[config.mk]
export PLATFORM = sky130hd
export DESIGN_NAME = pin_mux
export DESIGN_NICKNAME = d
export VERILOG_FILES = /design/src/design/pin_mux_pkg.sv /design/src/design/pin_mux.sv /design/src/design/periph_decode.sv
export SDC_FILE = /design/constraint.sdc
export NUM_CORES = 1
export LEC_CHECK = 0
export BUFFER_PORTS_ARGS = -buffer_cell sky130_fd_sc_hd__buf_2
export CAP_MARGIN = 0
export CORE_ASPECT_RATIO = 1.1
export CORE_MARGIN = 5
export CORE_UTILIZATION = 36
export CTS_BUF_LIST = sky130_fd_sc_hd__clkbuf_8
export DETAILED_ROUTE_END_ITERATION = 6
export SLEW_MARGIN = 20
export SYNTH_ARGS = -nofsm -noshare
export SYNTH_HDL_FRONTEND = slang
export SYNTH_SLANG_ARGS = --single-unit
[constraint.sdc]
create_clock -name clk -period 12.1 [get_ports clk]
set_input_delay 0.605 -clock clk [delete_from_list [all_inputs] [get_ports clk]]
set_output_delay 0.605 -clock clk [all_outputs]
set_load 0.02 [all_outputs]
[src/design/pin_mux_pkg.sv]
// constants and types shared by the programmable pin multiplexer
// Summary of operation
// - There are 32 programmable pins, each with function enable, direction and pull choice.
// - After reset pins 1, 10, 22 and 23 are pulled-down inputs; 0, 2, 3, 11-21 and 24-31 are pulled-up inputs.
// - Pins 7 to 9 leave reset in their upper address function so the first fetch reaches the boot address.
// - Pins 4, 5 and 6 leave reset in their normal bus function, not as programmable pins.
// - Pins that default to normal use offer a pullup when reprogrammed, and pin 6 offers a pulldown.
// - Pins 26 and 29 return to their normal function when the address enable strap is low at reset.
// - The seventh peripheral select goes low while an access hits the seventh peripheral region.
// - The seventh peripheral select stays high during bus hold and during reset.
// - Every peripheral select covers one contiguous 256-byte range of the peripheral block.
// - Peripheral selects follow the address phase of the multiplexed bus.
// - With the pin function bit at 0 the shared pin carries latched address bit 2 instead.
// - During bus hold the latched address bit 2 keeps its last value.
package pin_mux_pkg;

  localparam int NUM_PINS = 32;
  localparam int REG_AW = 3;
  localparam int REG_DW = 32;
  localparam int BUS_AW = 20;

  // ****************************************
  // register offsets
  // ****************************************
  localparam logic [REG_AW-1:0] OFS_FUNC_EN = 3'h0;
  localparam logic [REG_AW-1:0] OFS_DIR = 3'h1;
  localparam logic [REG_AW-1:0] OFS_PULL_DN = 3'h2;
  localparam logic [REG_AW-1:0] OFS_DATA = 3'h3;
  localparam logic [REG_AW-1:0] OFS_AUX = 3'h4;
  localparam logic [REG_AW-1:0] OFS_PBASE = 3'h5;
  localparam logic [REG_AW-1:0] OFS_STATUS = 3'h6;
  localparam logic [REG_AW-1:0] OFS_DRIVEN = 3'h7;

  // ****************************************
  // reset values and masks
  // ****************************************
  localparam logic [31:0] RST_FUNC_EN = 32'hfffffc0f;
  localparam logic [31:0] RST_PULL_DN = 32'h00c00442;
  localparam logic [31:0] RST_PULL_UP_PIN = RST_FUNC_EN & ~RST_PULL_DN;
  localparam logic [31:0] RST_PULL_DN_PIN = RST_FUNC_EN & RST_PULL_DN;
  localparam logic [31:0] STRAP_MASK = 32'h24000000;
  localparam logic [31:0] ZERO_WORD = 32'h00000000;
  localparam logic [31:0] ONES_WORD = 32'hffffffff;
  localparam logic RST_AUX_FN = 1'b1;

  // ****************************************
  // field positions
  // ****************************************
  localparam int SHARED_PIN = 2;
  localparam int AUX_FN_BIT = 0;
  localparam int PB_W = 10;
  localparam int PB_MEM_BIT = 9;
  localparam logic [PB_W-1:0] RST_PBASE = 10'h000;
  localparam int STAT_STRAP_BIT = 0;
  localparam int STAT_READY_BIT = 1;

  // ****************************************
  // peripheral block decode
  // ****************************************
  localparam int NUM_PSEL = 7;
  localparam int SEL_SEVEN = 6;
  localparam int REGION_LSB = 8;
  localparam int BLOCK_LSB = 11;
  localparam int ADDR_BIT_TWO = 2;

  typedef enum logic [1:0] {
    ST_FILL0 = 2'h0,
    ST_FILL1 = 2'h1,
    ST_SAMPLE = 2'h3,
    ST_RUN = 2'h2
  } init_state_t;

endpackage

[src/design/pin_mux.sv]
// programmable pin multiplexer with reset defaults and strap handling
//
// Design decisions made here: the register addresses and strobed register access.
`timescale 1ns/1ns
`default_nettype none
module pin_mux (
  input wire logic clk,
  input wire logic sys_rst,
  // register port
  input wire logic [pin_mux_pkg::REG_AW-1:0] reg_addr,
  input wire logic [pin_mux_pkg::REG_DW-1:0] reg_wdata,
  input wire logic reg_wr,
  input wire logic reg_rd,
  output logic [pin_mux_pkg::REG_DW-1:0] reg_rdata,
  // package pins
  input wire logic [pin_mux_pkg::NUM_PINS-1:0] pad_in,
  output logic [pin_mux_pkg::NUM_PINS-1:0] pad_out,
  output logic [pin_mux_pkg::NUM_PINS-1:0] pad_oe_n,
  output logic [pin_mux_pkg::NUM_PINS-1:0] pad_pull_up,
  output logic [pin_mux_pkg::NUM_PINS-1:0] pad_pull_dn,
  input wire logic address_enable_strap,
  // normal functions from the core
  input wire logic [pin_mux_pkg::NUM_PINS-1:0] norm_out,
  input wire logic [pin_mux_pkg::NUM_PINS-1:0] norm_drive,
  output logic [pin_mux_pkg::NUM_PINS-1:0] norm_in,
  // bus cycle information
  input wire logic [pin_mux_pkg::BUS_AW-1:0] bus_addr,
  input wire logic addr_phase,
  input wire logic cycle_end,
  input wire logic bus_hold,
  input wire logic io_space,
  output logic [pin_mux_pkg::NUM_PSEL-1:0] periph_select_n,
  output logic periph_select_seven,
  output logic latched_addr_bit_two,
  output logic strap_low_seen
);

  // ****************************************
  // state
  // ****************************************
  typedef struct packed {
    logic [pin_mux_pkg::NUM_PINS-1:0] pad_s1;
    logic [pin_mux_pkg::NUM_PINS-1:0] pad_s2;
    logic strap_s1;
    logic strap_s2;
    pin_mux_pkg::init_state_t init;
    logic strap_low;
    logic [pin_mux_pkg::NUM_PINS-1:0] func_en;
    logic [pin_mux_pkg::NUM_PINS-1:0] dir_out;
    logic [pin_mux_pkg::NUM_PINS-1:0] pull_dn_cfg;
    logic [pin_mux_pkg::NUM_PINS-1:0] out_data;
    logic aux_fn;
    logic [pin_mux_pkg::PB_W-1:0] pbase;
    logic [pin_mux_pkg::REG_DW-1:0] rdata;
    logic [pin_mux_pkg::NUM_PINS-1:0] drv_out;
    logic [pin_mux_pkg::NUM_PINS-1:0] drv_oe_n;
    logic [pin_mux_pkg::NUM_PINS-1:0] pull_up;
    logic [pin_mux_pkg::NUM_PINS-1:0] pull_dn;
  } mux_state_t;

  mux_state_t st_r;
  mux_state_t st_nxt;

  logic [pin_mux_pkg::NUM_PSEL-1:0] psel_n;
  logic addr_two;
  logic shared_val;
  logic [pin_mux_pkg::REG_DW-1:0] rd_word;

  // ****************************************
  // peripheral select decode
  // ****************************************
  periph_decode u_decode (
    .clk(clk),
    .sys_rst(sys_rst),
    .bus_addr(bus_addr),
    .addr_phase(addr_phase),
    .cycle_end(cycle_end),
    .bus_hold(bus_hold),
    .io_space(io_space),
    .pbase_cfg(st_r.pbase),
    .periph_select_n(psel_n),
    .latched_addr_bit_two(addr_two)
  );

  // ****************************************
  // read decode
  // ****************************************
  always_comb begin
    rd_word = pin_mux_pkg::ZERO_WORD;
    case (reg_addr)
      pin_mux_pkg::OFS_FUNC_EN: begin
        rd_word = st_r.func_en;
      end
      pin_mux_pkg::OFS_DIR: begin
        rd_word = st_r.dir_out;
      end
      pin_mux_pkg::OFS_PULL_DN: begin
        rd_word = st_r.pull_dn_cfg;
      end
      pin_mux_pkg::OFS_DATA: begin
        rd_word = st_r.pad_s2;
      end
      pin_mux_pkg::OFS_AUX: begin
        rd_word[pin_mux_pkg::AUX_FN_BIT] = st_r.aux_fn;
      end
      pin_mux_pkg::OFS_PBASE: begin
        rd_word[pin_mux_pkg::PB_W-1:0] = st_r.pbase;
      end
      pin_mux_pkg::OFS_STATUS: begin
        rd_word[pin_mux_pkg::STAT_STRAP_BIT] = st_r.strap_low;
        rd_word[pin_mux_pkg::STAT_READY_BIT] =
          (st_r.init == pin_mux_pkg::ST_RUN);
      end
      pin_mux_pkg::OFS_DRIVEN: begin
        rd_word = ~st_r.drv_oe_n;
      end
      default: begin
        rd_word = pin_mux_pkg::ZERO_WORD;
      end
    endcase
  end

  // ****************************************
  // shared pin source
  // ****************************************
  always_comb begin
    if (st_r.aux_fn) begin
      shared_val = psel_n[pin_mux_pkg::SEL_SEVEN];
    end else begin
      shared_val = addr_two;
    end
  end

  // ****************************************
  // next state
  // ****************************************
  always_comb begin
    st_nxt = st_r;

    // two-stage synchronisers for pins and strap
    st_nxt.pad_s1 = pad_in;
    st_nxt.pad_s2 = st_r.pad_s1;
    st_nxt.strap_s1 = address_enable_strap;
    st_nxt.strap_s2 = st_r.strap_s1;

    // register writes
    if (reg_wr) begin
      case (reg_addr)
        pin_mux_pkg::OFS_FUNC_EN: begin
          st_nxt.func_en = reg_wdata;
        end
        pin_mux_pkg::OFS_DIR: begin
          st_nxt.dir_out = reg_wdata;
        end
        pin_mux_pkg::OFS_PULL_DN: begin
          st_nxt.pull_dn_cfg = reg_wdata;
        end
        pin_mux_pkg::OFS_DATA: begin
          st_nxt.out_data = reg_wdata;
        end
        pin_mux_pkg::OFS_AUX: begin
          st_nxt.aux_fn = reg_wdata[pin_mux_pkg::AUX_FN_BIT];
        end
        pin_mux_pkg::OFS_PBASE: begin
          st_nxt.pbase = reg_wdata[pin_mux_pkg::PB_W-1:0];
        end
        default: begin
          st_nxt.aux_fn = st_r.aux_fn;
        end
      endcase
    end

    // strap capture once the synchroniser has filled
    case (st_r.init)
      pin_mux_pkg::ST_FILL0: begin
        st_nxt.init = pin_mux_pkg::ST_FILL1;
      end
      pin_mux_pkg::ST_FILL1: begin
        st_nxt.init = pin_mux_pkg::ST_SAMPLE;
      end
      pin_mux_pkg::ST_SAMPLE: begin
        st_nxt.init = pin_mux_pkg::ST_RUN;
        st_nxt.strap_low = ~st_r.strap_s2;
        if (!st_r.strap_s2) begin
          st_nxt.func_en = st_nxt.func_en &
            ~pin_mux_pkg::STRAP_MASK;
        end
      end
      pin_mux_pkg::ST_RUN: begin
        st_nxt.init = pin_mux_pkg::ST_RUN;
      end
      default: begin
        st_nxt.init = pin_mux_pkg::ST_FILL0;
      end
    endcase

    // pin drive and pull selection
    for (int i = 0; i < pin_mux_pkg::NUM_PINS; i++) begin
      if (st_r.func_en[i]) begin
        // open-drain: a one releases the pin
        st_nxt.drv_out[i] = 1'b0;
        st_nxt.drv_oe_n[i] = ~(st_r.dir_out[i] &
          ~st_r.out_data[i]);
        st_nxt.pull_up[i] = ~st_r.pull_dn_cfg[i];
        st_nxt.pull_dn[i] = st_r.pull_dn_cfg[i];
      end else if (i == pin_mux_pkg::SHARED_PIN) begin
        st_nxt.drv_out[i] = shared_val;
        st_nxt.drv_oe_n[i] = 1'b0;
        st_nxt.pull_up[i] = 1'b0;
        st_nxt.pull_dn[i] = 1'b0;
      end else begin
        st_nxt.drv_out[i] = norm_out[i];
        st_nxt.drv_oe_n[i] = ~norm_drive[i];
        st_nxt.pull_up[i] = 1'b0;
        st_nxt.pull_dn[i] = 1'b0;
      end
    end

    // read data stands in the cycle after the strobe only
    if (reg_rd) begin
      st_nxt.rdata = rd_word;
    end else begin
      st_nxt.rdata = pin_mux_pkg::ZERO_WORD;
    end
  end

  // ****************************************
  // state register
  // ****************************************
  always_ff @(posedge clk or posedge sys_rst) begin
    if (sys_rst) begin
      st_r.pad_s1 <= pin_mux_pkg::ZERO_WORD;
      st_r.pad_s2 <= pin_mux_pkg::ZERO_WORD;
      st_r.strap_s1 <= 1'b1;
      st_r.strap_s2 <= 1'b1;
      st_r.init <= pin_mux_pkg::ST_FILL0;
      st_r.strap_low <= 1'b0;
      st_r.func_en <= pin_mux_pkg::RST_FUNC_EN;
      st_r.dir_out <= pin_mux_pkg::ZERO_WORD;
      st_r.pull_dn_cfg <= pin_mux_pkg::RST_PULL_DN;
      st_r.out_data <= pin_mux_pkg::ONES_WORD;
      st_r.aux_fn <= pin_mux_pkg::RST_AUX_FN;
      st_r.pbase <= pin_mux_pkg::RST_PBASE;
      st_r.rdata <= pin_mux_pkg::ZERO_WORD;
      st_r.drv_out <= pin_mux_pkg::ZERO_WORD;
      st_r.drv_oe_n <= pin_mux_pkg::ONES_WORD;
      st_r.pull_up <= pin_mux_pkg::RST_PULL_UP_PIN;
      st_r.pull_dn <= pin_mux_pkg::RST_PULL_DN_PIN;
    end else begin
      st_r <= st_nxt;
    end
  end

  // ****************************************
  // outputs
  // ****************************************
  assign reg_rdata = st_r.rdata;
  assign pad_out = st_r.drv_out;
  assign pad_oe_n = st_r.drv_oe_n;
  assign pad_pull_up = st_r.pull_up;
  assign pad_pull_dn = st_r.pull_dn;
  assign norm_in = st_r.pad_s2;
  assign periph_select_n = psel_n;
  assign periph_select_seven = psel_n[pin_mux_pkg::SEL_SEVEN];
  assign latched_addr_bit_two = addr_two;
  assign strap_low_seen = st_r.strap_low;

endmodule
`default_nettype wire

[src/design/periph_decode.sv]
// peripheral block select decoder with latched address bit 2
`timescale 1ns/1ns
`default_nettype none
module periph_decode (
  input wire logic clk,
  input wire logic sys_rst,
  input wire logic [pin_mux_pkg::BUS_AW-1:0] bus_addr,
  input wire logic addr_phase,
  input wire logic cycle_end,
  input wire logic bus_hold,
  input wire logic io_space,
  input wire logic [pin_mux_pkg::PB_W-1:0] pbase_cfg,
  output logic [pin_mux_pkg::NUM_PSEL-1:0] periph_select_n,
  output logic latched_addr_bit_two
);

  typedef struct packed {
    logic [pin_mux_pkg::NUM_PSEL-1:0] sel_n;
    logic addr_two;
  } dec_state_t;

  dec_state_t st_r;
  dec_state_t st_nxt;
  logic space_ok;

  function automatic logic region_hit(
    input logic [pin_mux_pkg::BUS_AW-1:0] a,
    input logic [pin_mux_pkg::PB_MEM_BIT-1:0] base,
    input logic [2:0] k
  );
    return (a[pin_mux_pkg::BUS_AW-1:pin_mux_pkg::BLOCK_LSB] == base) &&
      (a[pin_mux_pkg::BLOCK_LSB-1:pin_mux_pkg::REGION_LSB] == k);
  endfunction

  // ****************************************
  // next state
  // ****************************************
  always_comb begin
    st_nxt = st_r;
    space_ok = pbase_cfg[pin_mux_pkg::PB_MEM_BIT] ? ~io_space : io_space;
    if (bus_hold) begin
      st_nxt.sel_n = '1;
    end else if (addr_phase) begin
      for (int k = 0; k < pin_mux_pkg::NUM_PSEL; k++) begin
        st_nxt.sel_n[k] = ~(space_ok & region_hit(bus_addr,
          pbase_cfg[pin_mux_pkg::PB_MEM_BIT-1:0], 3'(k)));
      end
      st_nxt.addr_two = bus_addr[pin_mux_pkg::ADDR_BIT_TWO];
    end else if (cycle_end) begin
      st_nxt.sel_n = '1;
    end
  end

  // held value of addr_two is kept through hold
  always_ff @(posedge clk or posedge sys_rst) begin
    if (sys_rst) begin
      st_r.sel_n <= '1;
      st_r.addr_two <= 1'b0;
    end else begin
      st_r <= st_nxt;
    end
  end

  assign periph_select_n = st_r.sel_n;
  assign latched_addr_bit_two = st_r.addr_two;

endmodule
`default_nettype wire

* Word level (Yosys, flattened, before mapping)
Index checks and enable logic that the tools add are counted.
** Word-level totals
- Bits in registers :: 376
- Output and inout port bits :: 202
- Logic and storage cells :: 379
** Cells by class
- Muxes and demuxes :: 148
- Bitwise gates (word level) :: 177
- Equality and inequality tests :: 17
- Reductions and logical operators :: 18
** Operators with widths (count)
- two-way mux 32 bit :: 5
- two-way mux 139 bit :: 1
- NOT 1 bit :: 137
- two-way mux 1 bit :: 131
- one-hot mux 22 bit (5 select lines) :: 1
- two-way mux 30 bit :: 2
- one-hot mux 8 bit (6 select lines) :: 1
- bitwise AND 1 bit :: 39
- NOT 32 bit :: 1
- == test 3 bit, second input constant :: 7
- two-way mux 7 bit :: 3
- == test 3 x 2 -> 1 bit, second input constant :: 4
- AND reduction 2 bit :: 6
- two-way mux 10 bit :: 1
- == test 9 bit :: 1
- one-hot mux 1 bit (8 select lines) :: 1
- logical AND 1 bit :: 7
- one-hot mux 1 bit (7 select lines) :: 1
- == test 3 x 1 -> 1 bit, second input constant :: 2
- logical NOT 3 bit :: 2
- one-hot mux 2 bit (3 select lines) :: 1
- == test 2 bit, second input constant :: 2
- nonzero test 3 bit :: 1
- == test 2 x 1 -> 1 bit, second input constant :: 1
- 2 further kinds :: 2

* Logic depth before layout (Yosys ltp)
Gate-level depths: netlist of the first run.
- Word-level depth :: 6
- Mapped depth :: 7
- Gate-level depth less buffers :: 4

* Hierarchy
A second synthesis of the first run with hierarchy kept.
** Unflattened totals
- Cell total of the unflattened synthesis :: 1297
- Area total of the unflattened synthesis :: 15743.8 um2
** By module, submodules not included
- pin_mux :: seq. area each 9364.0 um2, instances 1, cells each 1248, area each 15264.6 um2
- periph_decode :: seq. area each 209.0 um2, instances 1, cells each 49, area each 479.2 um2

* Least setup slack after synthesis of the first run
Ideal clock, no wire load.
- Path kind :: input port to flip-flop
- Start point :: in reg_addr[1] (netlist bit)
- End point :: reg st_r[212] (netlist bit)
- Data required time :: 11.973 ns
- Path buffers :: 3
- Cell stages on the path :: 6
- Setup slack :: 10.205 ns
- Data arrival time :: 1.768 ns
- Cell sequence :: buf_4 nor3b_2 and2_1 buf_4 buf_6 mux2_1
** On the way
- Longest elaborated chain between the ends :: 2
** RTL lines
- from (decl) :: line pin_mux.sv:10 : input wire logic [pin_mux_pkg::REG_AW-1:0] reg_addr,
- == test 3 x 2 -> 1 bit :: line pin_mux.sv:148 : case (reg_addr)
- AND reduction 2 bit (no source line)
- to (signal assigned) :: line pin_mux.sv:250 : st_r <= st_nxt;
- to (decl) :: line pin_mux.sv:61 : mux_state_t st_r;
Every way passes these cells.
A chain may end at the register's enable or synchronous reset.

* Worst setup path after layout of the first run
- Start point :: in reg_addr[1] (netlist bit)
- End point :: reg st_r[227] (netlist bit)
Same word-level chain as after synthesis.

==> results of run 1 <==
[power by group through the flow]
| stage | combinational [uW] | sequential (uW) | clock [uW] |
|---|---|---|---|
| detailed placement | 557 | 1670 | 0 |
| floorplan | 490 | 1630 | 0 |
| finish | 546 | 1650 | 1180 |
| global placement | 549 | 1670 | 0 |
| CTS | 559 | 1650 | 1230 |
| global route | 603 | 1680 | 1290 |
[routing by layer]
metal	global-route usage	wire [um]
met1	0.218	17500
met2	0.281	19900
met3	0.0513	2870
met4	0.0636	1090
met5	0	54
[cells by family after synthesis]
group | count (synthesis) | share of synthesized area
buf+inv | 286 | 0.118
xor+xnor | 8 | 0.00446
flops | 376 | 0.610
compound gates | 190 | 0.0751
mux | 120 | 0.0908
simple gates | 322 | 0.102
[metrics by stage]
stage | power, uW | instance area [um^2] | util
3_5_place_dp | 2230 | 16600 | 0.385
2_1_floorplan | 2120 | 15700 | -
4_1_cts | 3440 | 18000 | 0.416
5_1_grt | 3570 | 18000 | 0.416
6_report | 3380 | 18000 | 0.417
3_3_place_gp | 2220 | 16600 | 0.385
[repair_timing]
action / CTS / global route
setup endpoints to repair: 0 / 0
hold buffers: 1 / 0
resized for setup: 0 / 0
buffers inserted: 0 / 0
hold endpoints to repair: 1 / 0
[critical path, cell delays in order]
cell     delay (ps)
buf_4           250
nor3b_4         230
buf_4           380
and2_2          570
buf_4           500
mux2_1          370
[flip-flops by register name, summed over array words and instances, names as in the netlist]
register / count
norm_in: 32
pad_pull_up: 32
u_decode.periph_select_n: 7
strap_low_seen: 1
pad_out: 32
pad_pull_dn: 32
st_r: 142
u_decode.latched_addr_bit_two: 1
st_nxt: 33
pad_oe_n: 32
reg_rdata: 32
[cell usage in the layout, fill, tap and decap left out, types with 6 or more instances in the layout]
| cell type | count |
|---|---|
| o21ai_1 | 56 |
| clkbuf_8 | 86 |
| a22oi_1 | 27 |
| xor2_1 | 6 |
| buf_2 | 350 |
| dfrtp_1 | 245 |
| nor2_1 | 78 |
| clkinv_2 | 13 |
| a21bo_2 | 6 |
| a31oi_1 | 9 |
| a21oi_1 | 59 |
| nor2b_1 | 89 |
| a21bo_1 | 16 |
| dfstp_2 | 131 |
| and2_1 | 32 |
| buf_4 | 12 |
| nand2_1 | 98 |
| mux2_1 | 106 |
| inv_1 | 64 |
| mux4_2 | 7 |
[final cells by class]
cell class	count	area, um^2	share of cell area
clock inverters	35	178	0.00986
flip-flops and latches	376	9570	0.531
multi-input cells	640	4310	0.239
inverters	45	176	0.00979
diodes	4	10.0	0.000556
clock buffers	86	1180	0.0657
repair buffers	364	1870	0.104
well taps	574	718	0.0399
[worst paths after layout]
check                            startpoint                          end  cells after the start
worst max register to register    st_r[167]  u_decode.periph_select_n[0]                      4
worst max-delay path            reg_addr[1]                    st_r[227]                      6
worst min register to register  st_nxt[315]                  norm_in[11]                      0
min in group asynchronous           sys_rst                  norm_in[26]                      2
max in group asynchronous           sys_rst                    st_r[248]                      3
worst min-delay path             pad_in[10]                  st_nxt[314]                      1
==> results by group, run 1 <==
Power and ir drop
  – Pint: 2390 uW
  – Gate power share: 0.162
  – Leakage: 0.00848 uW
  – Worst VDD drop: 0.0936 mV
  – Sw power: 987 uW
  – Seq pwr share: 0.489
  – Pwr Density: 188 mW/mm^2
  – Clk pwr share: 0.350
  – Net Sw Frac: 0.292

Timing
  – Pins over their slew limit: 0
  – Worst Max-Slew Pin Slew: 1020 ps
  – Worst setup margin: 9620 ps
  – Setup repair after global routing missed its margin: no
  – Worst setup skew after layout: 19.3 ps
  – Hold slack final: 88.7 ps
  – Setup TNS: 0 ps
  – Final worst path period need: 2480 ps
  – Period utilization: 0.205
  – Peak Freq: 403 MHz
  – Final Hold Viols: 0
  – Slew HR: 0.321
  – Endpoints failing setup: 0

Synth
  – Most area-hungry cell type in the Yosys netlist: dfrtp_1
  – Syn nets: 1,462
  – Post-Synthesis Cells: 1,302
  – Synth top area cells: dfrtp_1 (39%), dfstp_2 (22%), buf_4 (9.4%)
  – Number of flops mapped to enable cells by yosys: 0
  – Cell Area, Synth: 0.0157 mm^2
  – Proportion of netlist area held by the largest area contributor: 0.390
  – Synth Flop Type: dfrtp_1
  – Register area share after synthesis: 0.610
  – Cell with the most instances after synthesis: dfrtp_1
  – #FFs+latches synth: 376
  – Synth cell types: 49
  – Async SR Flop Fraction: 1.00
  – Post-Syn Area per Cell: 12.1 um^2
  – List of most frequent post-synthesis cells: dfrtp_1 (245), buf_4 (196), dfstp_2 (131)
  – Synth Warn #: 0

Placement
  – Routability cong.: 0.815
  – Worst slack at placement: 8930 ps
  – IO buf count: 352
  – DP HPWL: 27,100 um
  – Post-Place Cells: 1,998

Detailed routing
  – 1st-iter DRT viols: 556
  – DRC: 0
  – Remaining antenna violation count: 0
  – Vias: 9,830
  – WL/cell: 19.5 um
  – Vias per Instance: 4.63
  – Drt pass-1 iters: 5
  – WL final: 41,400 um

GRT
  – GRT Resource Usage Total: 0.172
  – Vias in the first global route: 10,300
  – First-pass GRT wire length: 63,400 um
  – Largest net degree at the start of global routing: 174
  – Initial antenna violation count: 6
  – Grt total ovfl: 0

Worst setup path
  – Worst path required time: 12,580 ps
  – Crit path max fanout: 23
  – FF-to-FF setup slack: 10,610 ps
  – Worst Setup Start Kind: input pin
  – Crit path arrival time: 2960 ps
  – WS Path Type: input pin to flop
  – Crit. End Element: flop

Cells and area
  – Share of cells above drive strength 1: 0.402
  – Fin nets: 1,653
  – Non-Filler Instances: 2,124
  – Fill cells: 4,172
  – Synth-to-Final Area Change: 14.7%

Floorplan
  – Site Rows: 80
  – Die height: 229 um
  – Initial core utilization: 0.363
  – Core footprint: 0.0432 mm^2
  – Die Wd: 209 um
  – Die area: 0.0479 mm^2
  – Top Ports: 362

Clock network
  – Htree depth: 3
  – CTS tree: built
  – CTS Buf Count: 66
  – Worst-Skew Late Latency: 610 ps
  – Clock-pin slew on the worst setup and hold paths: 60 ps
  – CTS max path bufs: 3
  – CTS root buffer: clkbuf_8
  – CTS Sinks: 376

Run
  – Max-cap violations: 0

Hold path
  – HP Class: input pin to flop

Status
  – Status: complete, no violations
No activity file was read; power rests on OpenSTA's default activity.
==> inputs of run 2 (changes only) <==
==> constraint.sdc (replaced) <==
create_clock -name clk -period 2.3 [get_ports clk]
set_input_delay 0.115 -clock clk [delete_from_list [all_inputs] [get_ports clk]]
set_output_delay 0.115 -clock clk [all_outputs]
set_load 0.02 [all_outputs]
==> run 2 against run 1 <==
Critical path depth fell by 1. Largest power group unchanged. Worst setup slack got worse by 9300 ps. Register-to-register slack got worse by 10000 ps. Sequential power rose to 5.3 times the previous value. Die area did not move. Worst hold slack got worse by 19 ps. Via count rose by 5.8%. Design area rose by 9.0%. Cell count rose by 7.4%.
==> results by group, run 2 (synthesized netlist as in run 1, its figures left out) <==
Status
  – Status: complete, no violations

Timing
  – Setup TNS: 0 ps
  – Peak Freq: 498 MHz
  – Pins over their slew limit: 0
  – Endpoints failing setup: 0
  – Slew HR: 0.508
  – Worst setup skew after layout: 27.1 ps
  – Final worst path period need: 2010 ps
  – Worst Max-Slew Pin Slew: 736 ps
  – Period utilization: 0.873
  – Setup repair after global routing missed its margin: no
  – Final Hold Viols: 0
  – Hold slack final: 69.6 ps

Floorplan
  – Core footprint: 0.0432 mm^2
  – Die Wd: 209 um
  – Die height: 229 um
  – Die area: 0.0479 mm^2
  – Site Rows: 80
  – Initial core utilization: 0.363
  – Top Ports: 362

Clock network
  – Htree depth: 3
  – CTS Sinks: 376
  – CTS root buffer: clkbuf_8
  – Clock-pin slew on the worst setup and hold paths: 60 ps
  – CTS resizes: 0
  – CTS tree: built
  – Worst-Skew Late Latency: 620 ps
  – CTS max path bufs: 3
  – CTS Buf Count: 67

Worst setup path
  – Crit path arrival time: 2540 ps
  – Cells on worst reg2reg path: 5
  – Crit. End Element: flop
  – Crit path max fanout: 7
  – Crit-path cells: xor2_1 > nor4_1 > and4_1 > a31oi_1 > dlygate4sd3_1
  – Worst Setup Start Kind: flop
  – Max stage delay on crit path: 570 ps
  – WS Path Type: flop to flop
  – Worst path required time: 2830 ps
  – Worst Path Buf+Inv: 1
  – Cell family with most CP delay: simple AND/OR/NAND/NOR gates
  – Worst path slowest cell: dlygate4sd3_1
  – Critical path depth in cells: 5

Detailed routing
  – Met3 wire len: 2450 um
  – M1 wire length: 17,700 um
  – Remaining antenna violation count: 0
  – Vias per Instance: 4.56
  – Drt pass-1 iters: 5
  – 1st-iter DRT viols: 486
  – Top layer in use: met5
  – WL final: 42,400 um
  – Met2 routed WL: 21,100 um
  – DRC: 0
  – WL/cell: 18.6 um
  – Vias: 10,400

Hold path
  – HP Class: input pin to flop
  – Worst Hold Path Cells: 5

Cells and area
  – Fill cells: 3,952
  – Largest register FFs: 142
  – Fin util: 0.454
  – Biggest register: st_r
  – Most frequent cells in the layout: buf_2 (350), dfrtp_1 (245), dlygate4sd3_1 (139), dfstp_2 (131), mux2_1 (106)
  – Most common cell after layout, fill and taps aside: buf_2
  – Non-Filler Instances: 2,282
  – Fin nets: 1,813
  – Share of cells above drive strength 1: 0.373
  – Synth-to-Final Area Change: 25.0%

GRT
  – GRT Resource Usage Total: 0.178
  – First-pass GRT wire length: 66,500 um
  – Vias in the first global route: 11,300
  – Initial antenna violation count: 3
  – Largest net degree at the start of global routing: 103
  – Grt total ovfl: 0

Placement
  – Routability cong.: 0.807
  – DP HPWL: 28,400 um
  – IO buf count: 352
  – Post-Place Cells: 2,019

Power and ir drop
  – Sw power: 5220 uW
  – Power Total: 18,100 uW
  – Clk pwr share: 0.347
  – Net Sw Frac: 0.289
  – Pwr Density: 921 mW/mm^2
  – Leakage: 0.00920 uW
  – Gate power share: 0.172
  – Worst VDD drop: 0.592 mV
  – Pint: 12,900 uW
  – Seq pwr share: 0.481

Run
  – Max-cap violations: 0
[run 2: power by group through the flow]
stage | clock network [uW] | registers (uW) | logic [uW]
detailed placement | 0 | 8810 | 2960
finish | 6260 | 8700 | 3110
global placement | 0 | 8780 | 2910
floorplan | 0 | 8550 | 2580
CTS | 6510 | 8710 | 3160
global route | 6820 | 8840 | 3410
[run 2: tightest hold or removal path, cell delays in order]
cell and delay (ps):
buf_2 90, xnor2_1 100, nand2_1 100, nor4_1 60, a31oi_1 160
[run 2: final timing paths]
check,startpoint,end,slack [ps]
min reg2reg,st_nxt[332],norm_in[28],330
max in group asynchronous,sys_rst,pad_pull_up[17],1410
max reg2reg,st_r[167],u_decode.periph_select_n[6],290
max,st_r[167],u_decode.periph_select_n[6],290
min in group asynchronous,sys_rst,st_nxt[333],90
min,bus_addr[16],u_decode.periph_select_n[0],70
[run 2: per-stage QoR]
| step | setup slack, ps | area [um^2] |
|---|---|---|
| finish | 291 | 19600 |
| detailed placement | 513 | 16900 |
| global placement | 541 | 16900 |
| CTS | 329 | 19600 |
| floorplan | -2760 | 15700 |
| global route | 185 | 19600 |
[run 2: repair_timing]
item	CTS	global route
hold buffers	139	0
endpoints found under the setup margin	0	0
endpoints found under the hold margin	534	0
buffers inserted	0	0
[run 2: layout make-up]
cell class                      instances  area (um^2)  area share
Clock inverter                         38          219      0.0112
Clock buffer                           85         1170      0.0596
Timing Repair Buffer                  523         3470       0.177
Sequential cell                       376         9570       0.488
Tap cell                              574          718      0.0366
Multi-Input combinational cell        640         4310       0.219
Antenna cell                            1         2.50    0.000127
Inverter                               45          173     0.00879
[run 2: metal layers]
layer | global-route usage | up-vias
li1 | - | 4820
met1 | 0.223 | 5173
met2 | 0.299 | 339
met3 | 0.0415 | 71
met4 | 0.0698 | 2
met5 | 0 | -
==> inputs of run 3 (changes only) <==
--- a/config.mk
+++ b/config.mk
@@ -5,7 +5,8 @@
 export SDC_FILE = /design/constraint.sdc
 export NUM_CORES = 1
 export LEC_CHECK = 0
-export BUFFER_PORTS_ARGS = -buffer_cell sky130_fd_sc_hd__buf_2
+export ABC_CLOCK_PERIOD_IN_PS = 2300
+export BUFFER_PORTS_ARGS = -buffer_cell sky130_fd_sc_hd__buf_4
 export CAP_MARGIN = 0
 export CORE_ASPECT_RATIO = 1.1
 export CORE_MARGIN = 5
@@ -15,4 +16,5 @@
 export SLEW_MARGIN = 20
 export SYNTH_ARGS = -nofsm -noshare
 export SYNTH_HDL_FRONTEND = slang
+export SYNTH_HIERARCHICAL = 1
 export SYNTH_SLANG_ARGS = --single-unit
==> run 3 against run 2 <==
Global-route usage up 0.36 points. Power rose by 5.0%. Utilization grew 2.5 points. Sequential power rose by 0.5%. Flip-flop and latch count unchanged. Fmax shrank 7.7%. Via count rose by 0.53%. Clock power up 5.8%. Count of clock-buffer cells in the layout fell by 3. Register-to-register slack worse by 170 ps. Die area up 0.25%. First-iteration DRC count fell by 4.9%. Critical path type unchanged. Largest cell class unchanged. Largest power group unchanged.
==> results by group, run 3 <==
Status
  – Status: complete, no violations

Synth
  – #FFs+latches synth: 376
  – Synth cell types: 54
  – Proportion of netlist area held by the largest area contributor: 0.389
  – Synth Flop Type: dfrtp_1
  – Cell with the most instances after synthesis: dfrtp_1
  – Async SR Flop Fraction: 1.00
  – Post-Syn Area per Cell: 12.1 um^2
  – Post-Synthesis Cells: 1,297
  – Register area share after synthesis: 0.608
  – Cell Area, Synth: 0.0157 mm^2
  – List of most frequent post-synthesis cells: dfrtp_1 (245), buf_4 (202), dfstp_2 (131)
  – Number of flops mapped to enable cells by yosys: 0
  – Syn nets: 1,457
  – Most area-hungry cell type in the Yosys netlist: dfrtp_1
  – Synth top area cells: dfrtp_1 (39%), dfstp_2 (22%), buf_4 (9.6%)
  – Synth Warn #: 6

Cells and area
  – Post-route cell area: 0.0208 mm^2
  – Largest register FFs: 142
  – Synth-to-Final Area Change: 31.9%
  – Most common cell after layout, fill and taps aside: buf_4
  – Non-Filler Instances: 2,297
  – Share of cells above drive strength 1: 0.434
  – Fin nets: 1,827
  – Biggest register: st_r
  – Most frequent cells in the layout: buf_4 (380), dfrtp_1 (245), dlygate4sd3_1 (152), dfstp_2 (131), mux2_2 (109)

Worst setup path
  – Crit. End Element: flop
  – WS Path Type: flop to flop
  – Worst path required time: 2820 ps
  – Worst Setup Start Kind: flop
  – Crit path arrival time: 2700 ps
  – Crit path max fanout: 3

GRT
  – GRT Resource Usage Total: 0.181
  – Initial antenna violation count: 2
  – Vias in the first global route: 11,600
  – Grt total ovfl: 0
  – First-pass GRT wire length: 67,800 um
  – Largest net degree at the start of global routing: 73

Clock network
  – CTS tree: built
  – Htree depth: 3
  – CTS max path bufs: 3
  – CTS root buffer: clkbuf_8
  – Worst-Skew Late Latency: 620 ps
  – CTS Buf Count: 68
  – Clock-pin slew on the worst setup and hold paths: 60 ps
  – CTS Sinks: 376

Placement
  – IO buf count: 352
  – Routability cong.: 0.793
  – Post-Place Cells: 2,019
  – DP HPWL: 28,800 um
  – Post-Place Cell Area: 0.0178 mm^2

Power and ir drop
  – Gate power share: 0.191
  – Sw power: 5400 uW
  – Leakage: 0.00949 uW
  – Net Sw Frac: 0.285
  – Pint: 13,600 uW
  – Clk pwr share: 0.349
  – Worst VDD drop: 0.501 mV
  – Seq pwr share: 0.461
  – Pwr Density: 914 mW/mm^2

Detailed routing
  – 1st-iter DRT viols: 462
  – Vias per Instance: 4.55
  – Remaining antenna violation count: 0
  – Drt pass-1 iters: 5
  – WL final: 43,400 um
  – Vias: 10,500
  – DRC: 0
  – WL/cell: 18.9 um

Timing
  – Pins over their slew limit: 0
  – Endpoints failing setup: 0
  – Slew HR: 0.580
  – Setup repair after global routing missed its margin: no
  – Worst Max-Slew Pin Slew: 629 ps
  – Final Hold Viols: 0
  – Period utilization: 0.947
  – Peak Freq: 459 MHz
  – Setup TNS: 0 ps
  – Worst setup skew after layout: 19.6 ps
  – Final worst path period need: 2180 ps

Floorplan
  – Top Ports: 362
  – Die area: 0.0480 mm^2
  – Die height: 229 um
  – Core footprint: 0.0433 mm^2
  – Site Rows: 80
  – Initial core utilization: 0.363
  – Die Wd: 209 um

Run
  – Max-cap violations: 0

Hold path
  – HP Class: input pin to flop
-- run 3: changes by cell type after synthesis, sizes merged, moves of 19 or more --
| cell | delta |
|---|---|
| o21a | +19 |
| a22o | +22 |
| a21bo | -22 |
| a21oi | +30 |
| nand2 | -24 |
| a22oi | -23 |
-- run 3: layout make-up --
type	instances	area (um^2)
Clock buffer	82	1130
Antenna cell	2	5.00
Timing Repair Buffer	541	4550
Fill cell	3847	22600
Inverter	41	158
Clock inverter	42	325
Tap cell	574	718
Multi-Input combinational cell	639	4300
Sequential cell	376	9570
-- run 3: through the flow --
stage / hold slack, ps / total power [uW] / util / setup slack, ps
final: 103 / 19000 / 0.479 / 123
after global routing: 86.1 / 20000 / 0.479 / 76.1
after CTS: 23.9 / 19300 / 0.479 / 187
after detailed placement: 107 / 12300 / 0.410 / 539
after global placement: 99.0 / 12200 / 0.410 / 572
after floorplan: -74.4 / 11300 / - / -2650
-- run 3: final timing paths --
path,startpoint,endpoint,slack [ps],depth (start not counted)
max reg2reg,st_r[161],u_decode/periph_select_n[2],120,5
min,reg_addr[1],reg_rdata[0],100,3
max,st_r[161],u_decode/periph_select_n[2],120,5
min in group asynchronous,sys_rst,pad_pull_dn[2],150,3
max in group asynchronous,sys_rst,pad_pull_up[18],1270,5
min reg2reg,st_nxt[310],norm_in[6],340,0
-- run 3: kinds of logic after synthesis --
kind of cell / Yosys count / share of synthesized area
AOI/OAI and AO/OA: 219 / 0.0843
DFF: 376 / 0.608
and+or+nand+nor: 288 / 0.0949
buffers and inverters: 282 / 0.119
xor gates and xnor gates: 8 / 0.00445
muxes: 124 / 0.0889
-- run 3: repair_timing --
item | in CTS | in global routing
endpoints found under the hold margin | 313 | 0
hold buffers | 152 | 0
buffers inserted | 0 | 0
resized for setup | 0 | 0
-- run 3: power groups by stage --
stage               Sequential (uW)  Clock [uW]  Combinational [uW]
finish                         8740        6620                3620
detailed placement             8850           0                3440
global placement               8830           0                3390
floorplan                      8560           0                2700
CTS                            8750        6890                3670
global route                   8890        7160                3930
-- run 3: worst max-delay path, stage by stage, from the launching register on --
cell	delay, ps
dfrtp_1	450
xnor2_1	190
nand3_1	170
dlygate4sd3_1	610
nor4_2	520
a21oi_1	150
-- run 3: layer usage --
metal | vias up | GRT usage | part of all wire
met2 | 266 | 0.318 | 0.52
met1 | 5245 | 0.219 | 0.41
li1 | 4886 | - | -
met3 | 63 | 0.0402 | 0.049
met5 | - | 0 | 0
met4 | 0 | 0.0661 | 0.024
